--- src/lmpbs_pkg.sv ---
package lmpbs_pkg;

  // ----------------------------------------
  // Timing
  // ----------------------------------------
  localparam int CLK_PERIOD_NS = 4;
  localparam int SLOT_TIME_NS = 128000;
  localparam int GAP_TIME_NS = 8000;
  localparam int SLOT_CYC = (SLOT_TIME_NS + CLK_PERIOD_NS - 1) / CLK_PERIOD_NS;
  localparam int GAP_CYC = (GAP_TIME_NS + CLK_PERIOD_NS - 1) / CLK_PERIOD_NS;
  localparam int PWM_LEVELS = 512;

  // ----------------------------------------
  // Matrix geometry
  // ----------------------------------------
  localparam int ROWS = 6;
  localparam int COLS = 8;
  localparam int LEGS = 2;
  localparam int PAGE_BYTES = 192;
  localparam logic [7:0] PAGE_LAST = 8'hbf;
  localparam logic [7:0] ROW_STRIDE = 8'h20;
  localparam logic [7:0] HALF_STRIDE = 8'h10;
  localparam logic [7:0] COL_STRIDE = 8'h02;

  // ----------------------------------------
  // Register map
  // ----------------------------------------
  localparam logic [7:0] PAGE_DUTY = 8'h01;
  localparam logic [7:0] PAGE_MODE = 8'h02;
  localparam logic [7:0] PAGE_FUNC = 8'h03;
  localparam logic [7:0] REG_PAGE_SEL = 8'hfd;
  localparam logic [7:0] REG_LOCK = 8'hfe;
  localparam logic [7:0] UNLOCK_KEY = 8'hc5;
  localparam logic [7:0] LOCK_RESET = 8'h00;
  localparam logic [7:0] PAGE_RESET = 8'h00;
  localparam logic [7:0] FUNC_CONFIG = 8'h00;
  localparam logic [7:0] FUNC_CURRENT_CODE = 8'h01;
  localparam int CFG_RUN_BIT = 0;
  localparam int CFG_BREATH_BIT = 1;
  localparam logic [7:0] CFG_RESET = 8'h00;
  localparam logic [7:0] CURRENT_CODE_RESET = 8'h00;
  localparam logic [7:0] DUTY_RESET = 8'h00;
  localparam logic [6:0] DEV_ADDR_DEFAULT = 7'h50;

  typedef enum logic [1:0] {
    MODE_DIRECT = 2'b00,
    MODE_PROFILE_ONE = 2'b01,
    MODE_PROFILE_TWO = 2'b10,
    MODE_PROFILE_THREE = 2'b11
  } lmpbs_mode_t;

  typedef enum logic {
    SCAN_ACTIVE = 1'b0,
    SCAN_GAP = 1'b1
  } lmpbs_scan_t;

  typedef enum logic [1:0] {
    BUS_IDLE = 2'b00,
    BUS_ADDR = 2'b01,
    BUS_PTR = 2'b10,
    BUS_DATA = 2'b11
  } lmpbs_bus_t;

  // Byte offset of one leg of one dot in either page
  function automatic logic [7:0] dot_index(input logic [2:0] row, input logic half,
                                           input logic [2:0] col, input logic leg);
    dot_index = 8'(row * ROW_STRIDE) + (half ? HALF_STRIDE : 8'h00)
                + 8'(col * COL_STRIDE) + {7'h00, leg};
  endfunction

endpackage

--- src/lmpbs_i2c_slave.sv ---
`timescale 1ns/10ps
module lmpbs_i2c_slave #(
  parameter logic [6:0] DEV_ADDR = lmpbs_pkg::DEV_ADDR_DEFAULT
) (
  // Clock and reset
  input wire logic core_clk,
  input wire logic reset,
  // Bus pins
  input wire logic scl_in,
  input wire logic sda_in,
  output logic sda_out,
  output logic sda_oe,
  // Register write port
  output logic wr_stb,
  output logic [7:0] wr_addr,
  output logic [7:0] wr_data
);

  // ----------------------------------------
  // Pin synchronisers
  // ----------------------------------------
  logic scl_s1_r, scl_s2_r, scl_d_r;
  logic sda_s1_r, sda_s2_r, sda_d_r;

  always_ff @(posedge core_clk or posedge reset) begin
    if (reset) begin
      scl_s1_r <= 1'b1;
      scl_s2_r <= 1'b1;
      scl_d_r <= 1'b1;
      sda_s1_r <= 1'b1;
      sda_s2_r <= 1'b1;
      sda_d_r <= 1'b1;
    end else begin
      scl_s1_r <= scl_in;
      scl_s2_r <= scl_s1_r;
      scl_d_r <= scl_s2_r;
      sda_s1_r <= sda_in;
      sda_s2_r <= sda_s1_r;
      sda_d_r <= sda_s2_r;
    end
  end

  logic scl_rise, scl_fall, start_seen, stop_seen;
  assign scl_rise = scl_s2_r & ~scl_d_r;
  assign scl_fall = ~scl_s2_r & scl_d_r;
  assign start_seen = scl_s2_r & scl_d_r & sda_d_r & ~sda_s2_r;
  assign stop_seen = scl_s2_r & scl_d_r & ~sda_d_r & sda_s2_r;

  // ----------------------------------------
  // Byte engine
  // ----------------------------------------
  lmpbs_pkg::lmpbs_bus_t state_r;
  logic [3:0] bit_cnt_r;
  logic [7:0] shift_r;
  logic ack_r;

  // Reads are not served: the address is not acknowledged with the read bit set
  always_ff @(posedge core_clk or posedge reset) begin
    if (reset) begin
      state_r <= lmpbs_pkg::BUS_IDLE;
      bit_cnt_r <= 4'h0;
      shift_r <= 8'h00;
      ack_r <= 1'b0;
      wr_stb <= 1'b0;
      wr_addr <= 8'h00;
      wr_data <= 8'h00;
    end else begin
      wr_stb <= 1'b0;
      if (start_seen) begin
        state_r <= lmpbs_pkg::BUS_ADDR;
        bit_cnt_r <= 4'h0;
        ack_r <= 1'b0;
      end else if (stop_seen) begin
        state_r <= lmpbs_pkg::BUS_IDLE;
        ack_r <= 1'b0;
      end else if (state_r != lmpbs_pkg::BUS_IDLE) begin
        if (scl_rise && bit_cnt_r < 4'h8) begin
          shift_r <= {shift_r[6:0], sda_s2_r};
          bit_cnt_r <= bit_cnt_r + 4'h1;
        end else if (scl_fall && ack_r) begin
          ack_r <= 1'b0;
          bit_cnt_r <= 4'h0;
        end else if (scl_fall && bit_cnt_r == 4'h8) begin
          unique case (state_r)
            lmpbs_pkg::BUS_ADDR: begin
              if (shift_r[7:1] == DEV_ADDR && !shift_r[0]) begin
                ack_r <= 1'b1;
                state_r <= lmpbs_pkg::BUS_PTR;
              end else begin
                state_r <= lmpbs_pkg::BUS_IDLE;
              end
            end
            lmpbs_pkg::BUS_PTR: begin
              ack_r <= 1'b1;
              wr_addr <= shift_r;
              state_r <= lmpbs_pkg::BUS_DATA;
            end
            lmpbs_pkg::BUS_DATA: begin
              ack_r <= 1'b1;
              wr_stb <= 1'b1;
              wr_data <= shift_r;
            end
            lmpbs_pkg::BUS_IDLE: begin
              ack_r <= 1'b0;
            end
          endcase
        end
        // Pointer advances once the strobe has been taken
        if (wr_stb) begin
          wr_addr <= wr_addr + 8'h01;
        end
      end
    end
  end

  assign sda_out = 1'b0;
  assign sda_oe = ack_r;

endmodule

--- src/lmpbs_top.sv ---
`timescale 1ns/10ps
module lmpbs_top #(
  parameter int unsigned ACTIVE_CYCLES = lmpbs_pkg::SLOT_CYC,
  parameter logic [6:0] DEV_ADDR = lmpbs_pkg::DEV_ADDR_DEFAULT
) (
  // Clock and reset
  input wire logic core_clk,
  input wire logic reset,
  // Host bus pins
  input wire logic scl_in,
  input wire logic sda_in,
  output logic sda_out,
  output logic sda_oe,
  // Breathing levels from the profile generators
  input wire logic [7:0] breath_profile_one,
  input wire logic [7:0] breath_profile_two,
  input wire logic [7:0] breath_profile_three,
  // Matrix drive
  output logic [5:0] row_scan_switch,
  output logic [15:0] column_current_source,
  output logic [7:0] global_current_code,
  output logic breath_enable
);

  localparam int unsigned GAP_CYCLES = lmpbs_pkg::GAP_CYC;

  // ----------------------------------------
  // Host bus
  // ----------------------------------------
  logic wr_stb;
  logic [7:0] wr_addr, wr_data;
  logic sda_out_w, sda_oe_w;

  lmpbs_i2c_slave #(
    .DEV_ADDR(DEV_ADDR)
  ) lmpbs_i2c_slave_inst (
    .core_clk(core_clk),
    .reset(reset),
    .scl_in(scl_in),
    .sda_in(sda_in),
    .sda_out(sda_out_w),
    .sda_oe(sda_oe_w),
    .wr_stb(wr_stb),
    .wr_addr(wr_addr),
    .wr_data(wr_data)
  );

  always_ff @(posedge core_clk or posedge reset) begin
    if (reset) begin
      sda_out <= 1'b0;
      sda_oe <= 1'b0;
    end else begin
      sda_out <= sda_out_w;
      sda_oe <= sda_oe_w;
    end
  end

  // ----------------------------------------
  // Page select and write lock
  // ----------------------------------------
  logic [7:0] lock_r, page_r;
  logic page_wr, lock_wr, unlocked;
  assign lock_wr = wr_stb && wr_addr == lmpbs_pkg::REG_LOCK;
  assign page_wr = wr_stb && wr_addr == lmpbs_pkg::REG_PAGE_SEL;
  assign unlocked = lock_r == lmpbs_pkg::UNLOCK_KEY;

  always_ff @(posedge core_clk or posedge reset) begin
    if (reset) begin
      lock_r <= lmpbs_pkg::LOCK_RESET;
    end else if (lock_wr) begin
      lock_r <= wr_data;
    end else if (page_wr && unlocked) begin
      lock_r <= lmpbs_pkg::LOCK_RESET;
    end
  end

  always_ff @(posedge core_clk or posedge reset) begin
    if (reset) begin
      page_r <= lmpbs_pkg::PAGE_RESET;
    end else if (page_wr && unlocked) begin
      page_r <= wr_data;
    end
  end

  // ----------------------------------------
  // Per-dot storage
  // ----------------------------------------
  logic [7:0] duty_mem [lmpbs_pkg::PAGE_BYTES];
  logic [1:0] mode_mem [lmpbs_pkg::PAGE_BYTES];
  logic in_page, duty_wr, mode_wr;
  assign in_page = wr_stb && wr_addr <= lmpbs_pkg::PAGE_LAST;
  assign duty_wr = in_page && page_r == lmpbs_pkg::PAGE_DUTY;
  assign mode_wr = in_page && page_r == lmpbs_pkg::PAGE_MODE;

  always_ff @(posedge core_clk or posedge reset) begin
    if (reset) begin
      for (int i = 0; i < lmpbs_pkg::PAGE_BYTES; i++) begin
        duty_mem[i] <= lmpbs_pkg::DUTY_RESET;
      end
    end else if (duty_wr) begin
      duty_mem[wr_addr] <= wr_data;
    end
  end

  // Upper six bits of a selector write are dropped
  always_ff @(posedge core_clk or posedge reset) begin
    if (reset) begin
      for (int i = 0; i < lmpbs_pkg::PAGE_BYTES; i++) begin
        mode_mem[i] <= lmpbs_pkg::MODE_DIRECT;
      end
    end else if (mode_wr) begin
      mode_mem[wr_addr] <= wr_data[1:0];
    end
  end

  // ----------------------------------------
  // Function page
  // ----------------------------------------
  logic [7:0] cfg_r;
  logic func_wr;
  assign func_wr = wr_stb && page_r == lmpbs_pkg::PAGE_FUNC;

  always_ff @(posedge core_clk or posedge reset) begin
    if (reset) begin
      cfg_r <= lmpbs_pkg::CFG_RESET;
    end else if (func_wr && wr_addr == lmpbs_pkg::FUNC_CONFIG) begin
      cfg_r <= wr_data;
    end
  end

  // The analog stage doubles this code over 256 against the resistor reference
  always_ff @(posedge core_clk or posedge reset) begin
    if (reset) begin
      global_current_code <= lmpbs_pkg::CURRENT_CODE_RESET;
    end else if (func_wr && wr_addr == lmpbs_pkg::FUNC_CURRENT_CODE) begin
      global_current_code <= wr_data;
    end
  end

  always_ff @(posedge core_clk or posedge reset) begin
    if (reset) begin
      breath_enable <= 1'b0;
    end else begin
      breath_enable <= cfg_r[lmpbs_pkg::CFG_BREATH_BIT];
    end
  end

  // ----------------------------------------
  // Row scan
  // ----------------------------------------
  lmpbs_pkg::lmpbs_scan_t scan_r;
  logic [15:0] scan_cnt_r;
  logic [2:0] row_r;
  logic slot_end, gap_end;
  assign slot_end = scan_r == lmpbs_pkg::SCAN_ACTIVE && scan_cnt_r == 16'(ACTIVE_CYCLES - 1);
  assign gap_end = scan_r == lmpbs_pkg::SCAN_GAP && scan_cnt_r == 16'(GAP_CYCLES - 1);

  always_ff @(posedge core_clk or posedge reset) begin
    if (reset) begin
      scan_r <= lmpbs_pkg::SCAN_ACTIVE;
      scan_cnt_r <= 16'h0000;
      row_r <= 3'h0;
    end else begin
      unique case (scan_r)
        lmpbs_pkg::SCAN_ACTIVE: begin
          if (slot_end) begin
            scan_r <= lmpbs_pkg::SCAN_GAP;
            scan_cnt_r <= 16'h0000;
          end else begin
            scan_cnt_r <= scan_cnt_r + 16'h0001;
          end
        end
        lmpbs_pkg::SCAN_GAP: begin
          if (gap_end) begin
            scan_r <= lmpbs_pkg::SCAN_ACTIVE;
            scan_cnt_r <= 16'h0000;
            row_r <= (row_r == 3'(lmpbs_pkg::ROWS - 1)) ? 3'h0 : row_r + 3'h1;
          end else begin
            scan_cnt_r <= scan_cnt_r + 16'h0001;
          end
        end
      endcase
    end
  end

  // ----------------------------------------
  // PWM phase
  // ----------------------------------------
  // Spreads 512 steps evenly over the slot even when the slot is not a multiple of 512
  logic [17:0] acc_r, acc_sum;
  logic [8:0] step_r;
  assign acc_sum = acc_r + 18'(lmpbs_pkg::PWM_LEVELS);

  always_ff @(posedge core_clk or posedge reset) begin
    if (reset) begin
      acc_r <= 18'h00000;
      step_r <= 9'h000;
    end else if (scan_r == lmpbs_pkg::SCAN_GAP) begin
      acc_r <= 18'h00000;
      step_r <= 9'h000;
    end else if (acc_sum >= 18'(ACTIVE_CYCLES)) begin
      acc_r <= acc_sum - 18'(ACTIVE_CYCLES);
      step_r <= step_r + 9'h001;
    end else begin
      acc_r <= acc_sum;
    end
  end

  // ----------------------------------------
  // Column drive
  // ----------------------------------------
  // Step bit 8 picks the half slot, so each byte owns half the slot on its own leg
  logic [15:0] col_nxt;
  always_comb begin
    logic [7:0] idx;
    logic [7:0] level;
    idx = 8'h00;
    level = 8'h00;
    col_nxt = 16'h0000;
    for (int c = 0; c < lmpbs_pkg::COLS; c++) begin
      for (int l = 0; l < lmpbs_pkg::LEGS; l++) begin
        idx = lmpbs_pkg::dot_index(row_r, step_r[8], 3'(c), 1'(l));
        // Each byte follows its own selector, relying on the host keeping the four equal
        unique case (lmpbs_pkg::lmpbs_mode_t'(mode_mem[idx]))
          lmpbs_pkg::MODE_DIRECT: level = duty_mem[idx];
          lmpbs_pkg::MODE_PROFILE_ONE: level = breath_profile_one;
          lmpbs_pkg::MODE_PROFILE_TWO: level = breath_profile_two;
          lmpbs_pkg::MODE_PROFILE_THREE: level = breath_profile_three;
        endcase
        if (!cfg_r[lmpbs_pkg::CFG_BREATH_BIT]) begin
          level = duty_mem[idx];
        end
        col_nxt[2 * c + l] = cfg_r[lmpbs_pkg::CFG_RUN_BIT] && scan_r == lmpbs_pkg::SCAN_ACTIVE
                             && step_r[7:0] < level;
      end
    end
  end

  always_ff @(posedge core_clk or posedge reset) begin
    if (reset) begin
      column_current_source <= 16'h0000;
      row_scan_switch <= 6'h00;
    end else begin
      column_current_source <= col_nxt;
      row_scan_switch <= (scan_r == lmpbs_pkg::SCAN_ACTIVE) ? 6'(6'h01 << row_r) : 6'h00;
    end
  end

  // ----------------------------------------
  // Checks
  // ----------------------------------------
  chk_lock_rearm: assert property (@(posedge core_clk) disable iff (reset)
    (page_wr && unlocked && !lock_wr) |=> (lock_r == lmpbs_pkg::LOCK_RESET && page_r == $past(wr_data)))
    else $error("lock did not rearm after page change");

  chk_page_locked: assert property (@(posedge core_clk) disable iff (reset)
    (page_wr && !unlocked) |=> $stable(page_r))
    else $error("page changed while locked");

  chk_duty_store: assert property (@(posedge core_clk) disable iff (reset)
    duty_wr |=> duty_mem[$past(wr_addr)] == $past(wr_data))
    else $error("duty byte not stored");

  chk_mode_store: assert property (@(posedge core_clk) disable iff (reset)
    mode_wr |=> mode_mem[$past(wr_addr)] == $past(wr_data[1:0]))
    else $error("mode selector not stored");

  chk_code_store: assert property (@(posedge core_clk) disable iff (reset)
    (func_wr && wr_addr == lmpbs_pkg::FUNC_CURRENT_CODE) |=> global_current_code == $past(wr_data))
    else $error("global current code not taken");

  chk_gap_dark: assert property (@(posedge core_clk) disable iff (reset)
    slot_end |=> ##1 (row_scan_switch == 6'h00 && column_current_source == 16'h0000) [*8])
    else $error("drive active during gap");

  chk_row_advance: assert property (@(posedge core_clk) disable iff (reset)
    gap_end |=> (scan_r == lmpbs_pkg::SCAN_ACTIVE && row_r != $past(row_r)
                 && row_r < 3'(lmpbs_pkg::ROWS)))
    else $error("row did not advance after gap");

  chk_step_full: assert property (@(posedge core_clk) disable iff (reset)
    slot_end |-> step_r == 9'(lmpbs_pkg::PWM_LEVELS - 1))
    else $error("slot did not span 512 steps");

  chk_shutdown_dark: assert property (@(posedge core_clk) disable iff (reset)
    !cfg_r[lmpbs_pkg::CFG_RUN_BIT] |=> column_current_source == 16'h0000)
    else $error("columns driven in shutdown");

  chk_row_onehot: assert property (@(posedge core_clk) disable iff (reset)
    $onehot0(row_scan_switch))
    else $error("more than one row switch on");

  chk_row_drive: assert property (@(posedge core_clk) disable iff (reset)
    gap_end |=> ##1 row_scan_switch == 6'(6'h01 << $past(row_r)))
    else $error("wrong row driven after gap");

  chk_step_restart: assert property (@(posedge core_clk) disable iff (reset)
    gap_end |=> step_r == 9'h000)
    else $error("phase did not restart with the slot");

  chk_lock_store: assert property (@(posedge core_clk) disable iff (reset)
    lock_wr |=> lock_r == $past(wr_data))
    else $error("lock byte not stored");

  chk_enable_copy: assert property (@(posedge core_clk) disable iff (reset)
    1'b1 |=> breath_enable == $past(cfg_r[lmpbs_pkg::CFG_BREATH_BIT]))
    else $error("breath enable does not follow config");

endmodule

--- config.mk ---
export PLATFORM = sky130hd
export DESIGN_NAME = lmpbs_top
export DESIGN_NICKNAME = d
export VERILOG_FILES = /design/src/lmpbs_pkg.sv /design/src/lmpbs_i2c_slave.sv /design/src/lmpbs_top.sv
export SDC_FILE = /design/constraint.sdc
export NUM_CORES = 2
export LEC_CHECK = 0
export BUFFER_PORTS_ARGS = -buffer_cell sky130_fd_sc_hd__buf_2
export CAP_MARGIN = 20
export CORE_AREA = 3 3 454 456
export CTS_BUF_LIST = sky130_fd_sc_hd__clkbuf_8
export DETAILED_ROUTE_END_ITERATION = 8
export DIE_AREA = 0 0 457 459
export PLACE_DENSITY = 0.65
export SYNTH_ARGS = -nofsm -noshare
export SYNTH_HDL_FRONTEND = slang
export SYNTH_SLANG_ARGS = --single-unit
export TNS_END_PERCENT = 50
--- constraint.sdc ---
create_clock -name core_clk -period 123.7 [get_ports core_clk]
set_input_delay 12.37 -clock core_clk [delete_from_list [all_inputs] [get_ports core_clk]]
set_output_delay 12.37 -clock core_clk [all_outputs]
set_load 0.01 [all_outputs]
==> flow_metrics.tcl <==
set metrics [dict create \
    critical_path.cell_chain "buf_2 -> inv_8 -> buf_12 -> buf_4 -> buf_4 -> buf_4 -> buf_4 -> buf_4" \
    viasPerCell 6.22 \
    io-pin-count 61 \
    drt-initial-drc-count 5020 \
    setup_total_negative_slack_ps 0 \
    timing.final.ws_setup_ps 107110 \
    rr_worst_depth 15 \
    clock_latency_ps 1060 \
    placedInstanceArea_um2 104000 \
    number_of_global_route_vias_before_repair 64900 \
    global_route.usage.total 0.269 \
    drt_first_pass_iters 9 \
    placer_congestion 0.901 \
    fp.dieArea_um2 210000 \
    port_buffers 59 \
    critPathRequiredTime_ps 124750 \
    dieWidth_um 457 \
    setup.worst_path.end "duty_mem[1272]" \
    numCtsBuffers 362 \
    finish.utilization 0.549 \
    ys.warnings.count 0 \
    worst-path-max-fanout 172 \
    final_layout_size_suffix_gt1_frac 0.470 \
    initial_cell_density_of_the_core 0.501 \
    r2r-end "column_current_source[10]" \
    cell_area_after_synthesis_um2 101000 \
    post_cts_hold_buffer_count 0 \
    cts_root_buffer "clkbuf_8" \
    ant_nets 0 \
    core_um2 202000 \
    grt_max_degree 207 \
    most_common_cell_in_the_netlist "dfrtp_1" \
    path_common_cell "buf_4" \
    ys.flop_type "dfrtp_1" \
    clock_tree_sinks 2047 \
    die_height_um 459 \
    antenna_found_initial 28 \
    timing.hold.worst_path_depth 0 \
    netlist-cell-type-count 90 \
    static-leakage-power_nw 52.3 \
    min_period_over_period 0.134 \
    drcViolationCount 0 \
    timing.max_slew.rel_slack 0.197 \
    final_cell_area_um2 111000 \
    rows 165 \
    globalRoute.totalOverflow 0 \
    final-setup-viol-count 0 \
    yosysSeqAreaShare 0.506 \
    cts_resized 0 \
    grt_pass1_wl_um 426000 \
    netlist.area_leader.share 0.505 \
    wirelength_um 283000 \
    synth.top_cells.by_area "dfrtp_1 50%, mux2_2 22%, mux4_2 9.9%" \
    drt-wirelength-per-cell_um 28.2 \
    crit_path_start_kind "input pin" \
    htreeDepth 5 \
    post-cts-setup-buffer-count 0 \
    path_class "in -> async" \
    synth_top_cell_by_area "dfrtp_1" \
    asyncSetResetFlopFracSynth 1.00 \
    max_freq_mhz 60.3 \
    final_net_count 7234 \
    worst-slew-pin-transition_ps 1200 \
    dpl.hpwl_um 175000 \
    cts_tree "yes" \
    post-layout-total-power_mw 1.32 \
    hold-worst-slack_ps 356 \
    setup_slack_placement_ps 105590 \
    final_hold_viol_count 0 \
    timing.clock.skew_ps 68.6 \
    nets_in_the_synthesized_netlist 7189 \
    final_max_slew_viol_count 0 \
    timing.final.crit_period_ps 16590 \
    numPlacedInstances 9379 \
    ctsLongestPathBuffers 4 \
    syn_area_per_cell_um2 14.4 \
    fin_cells 10000 \
    crit_path_end_kind "asynchronous set/reset pin" \
    max-cap-violations 0 \
    synth_edf_count 0 \
    hold_class "reg -> reg" \
    run_status "finished, final reports clean" \
    synth_cell_count_leaders "2041 x dfrtp_1, 1986 x mux2_2, 443 x mux4_2" \
    data_arrival_time_at_the_worst_slack_endpoint_ps 17640 \
    cellPowerDensity_nw_per_um2 11.9 \
    worst-r2r-setup-slack_ps 117120 \
    critical_path.reg2reg.startpoint "step_r[8]" \
    vdd_drop_max_mv 0.0115 \
    vias 62300 \
    netlist_instances 7031 \
    clkTransAtPathRegs_ps 60 \
    worstSetupStartpoint "reset" \
    unrepaired_setup_endpoints_after_global_routing "no" \
    ys_seq_elements 2047 \
    areaGrowthSynthToFinish_pct 9.71 \
    cpMaxStageDelayCell "buf_4" \
    cpPeakStageDelay_ps 820 \
]
[sequential cells by signal, indices dropped and copies added (netlist names), 2 cells and up]
register and cells:
lmpbs_i2c_slave_inst.wr_data 8, row_r 3, scan_cnt_r 16, lmpbs_i2c_slave_inst.state_r 2, global_current_code 8, lmpbs_i2c_slave_inst.shift_r 8, step_r 9, lmpbs_i2c_slave_inst.bit_cnt_r 4
acc_r 10, duty_mem 1536, lock_r 8, lmpbs_i2c_slave_inst.wr_addr 8, cfg_r 2, page_r 8, column_current_source 16, row_scan_switch 6
mode_mem 384
[power breakdown]
part,internal (mW),switching (mW),total [mW]
combinational,0.00400,0.0185,0.0225
clock,0.341,0.281,0.622
sequential,0.672,0.00210,0.674
[final cells by class]
class / count / area [µm²]
diodes: 13 / 32.5
clock buffers: 469 / 6450
clock inverters: 152 / 693
fillers: 16400 / 91100
inverters: 26 / 113
multi-input cells: 4434 / 47600
flip-flops and latches: 2047 / 51300
well taps: 2672 / 3340
repair buffers: 205 / 1560
[cells in the final DEF (no fill, tap or decap), drive strengths merged, types with 19 or more instances in the layout]
cell / instances
nor2: 463
mux4: 463
a21o: 47
a221o: 44
nand4: 23
xnor2: 20
nand3: 74
clkinv: 25
mux2i: 223
buf: 205
nor2b: 23
nand2: 242
dfrtp: 2041
clkbuf: 469
a211oi: 19
ha: 130
o21ai: 123
o22ai: 50
a221oi: 52
o221a: 28
inv: 146
mux2: 2061
nand2b: 26
a21oi: 121
nor3: 33
[layer usage]
metal,track usage,part of all wire
met3,0.0587,0.067
met5,0,0.00014
met1,0.366,0.43
met2,0.421,0.47
met4,0.110,0.041
[worst max-delay path, delay by kind of cell]
kind | cells | cell delay [ps]
buffers and inverters | 8 | 4820
[worst min path at each step]
| stage | start | endpoint |
|---|---|---|
| floorplan | lmpbs_i2c_slave_inst.scl_s1_r | lmpbs_i2c_slave_inst.scl_s2_r |
| CTS | lmpbs_i2c_slave_inst.scl_s1_r | lmpbs_i2c_slave_inst.scl_s2_r |
| finish | lmpbs_i2c_slave_inst.sda_s1_r | lmpbs_i2c_slave_inst.sda_s2_r |
| global route | lmpbs_i2c_slave_inst.scl_s1_r | lmpbs_i2c_slave_inst.scl_s2_r |
| detailed placement | lmpbs_i2c_slave_inst.scl_s1_r | lmpbs_i2c_slave_inst.scl_s2_r |
| global placement | lmpbs_i2c_slave_inst.scl_s1_r | lmpbs_i2c_slave_inst.scl_s2_r |
[cell families (layout without fill, tap and decap cells)]
family          count (synthesis)  in the layout  share of synthesized area
compound gates                577            577                     0.0414
flops                        2047           2047                      0.506
simple gates                  945            945                     0.0533
mux                          2747           2747                      0.355
buf+inv                       550            852                     0.0249
xor+xnor                       34             34                    0.00294
fa+ha+maj                     130            130                     0.0161
other cells                     1             14                  0.0000371
(Power assumes the default switching activity.)
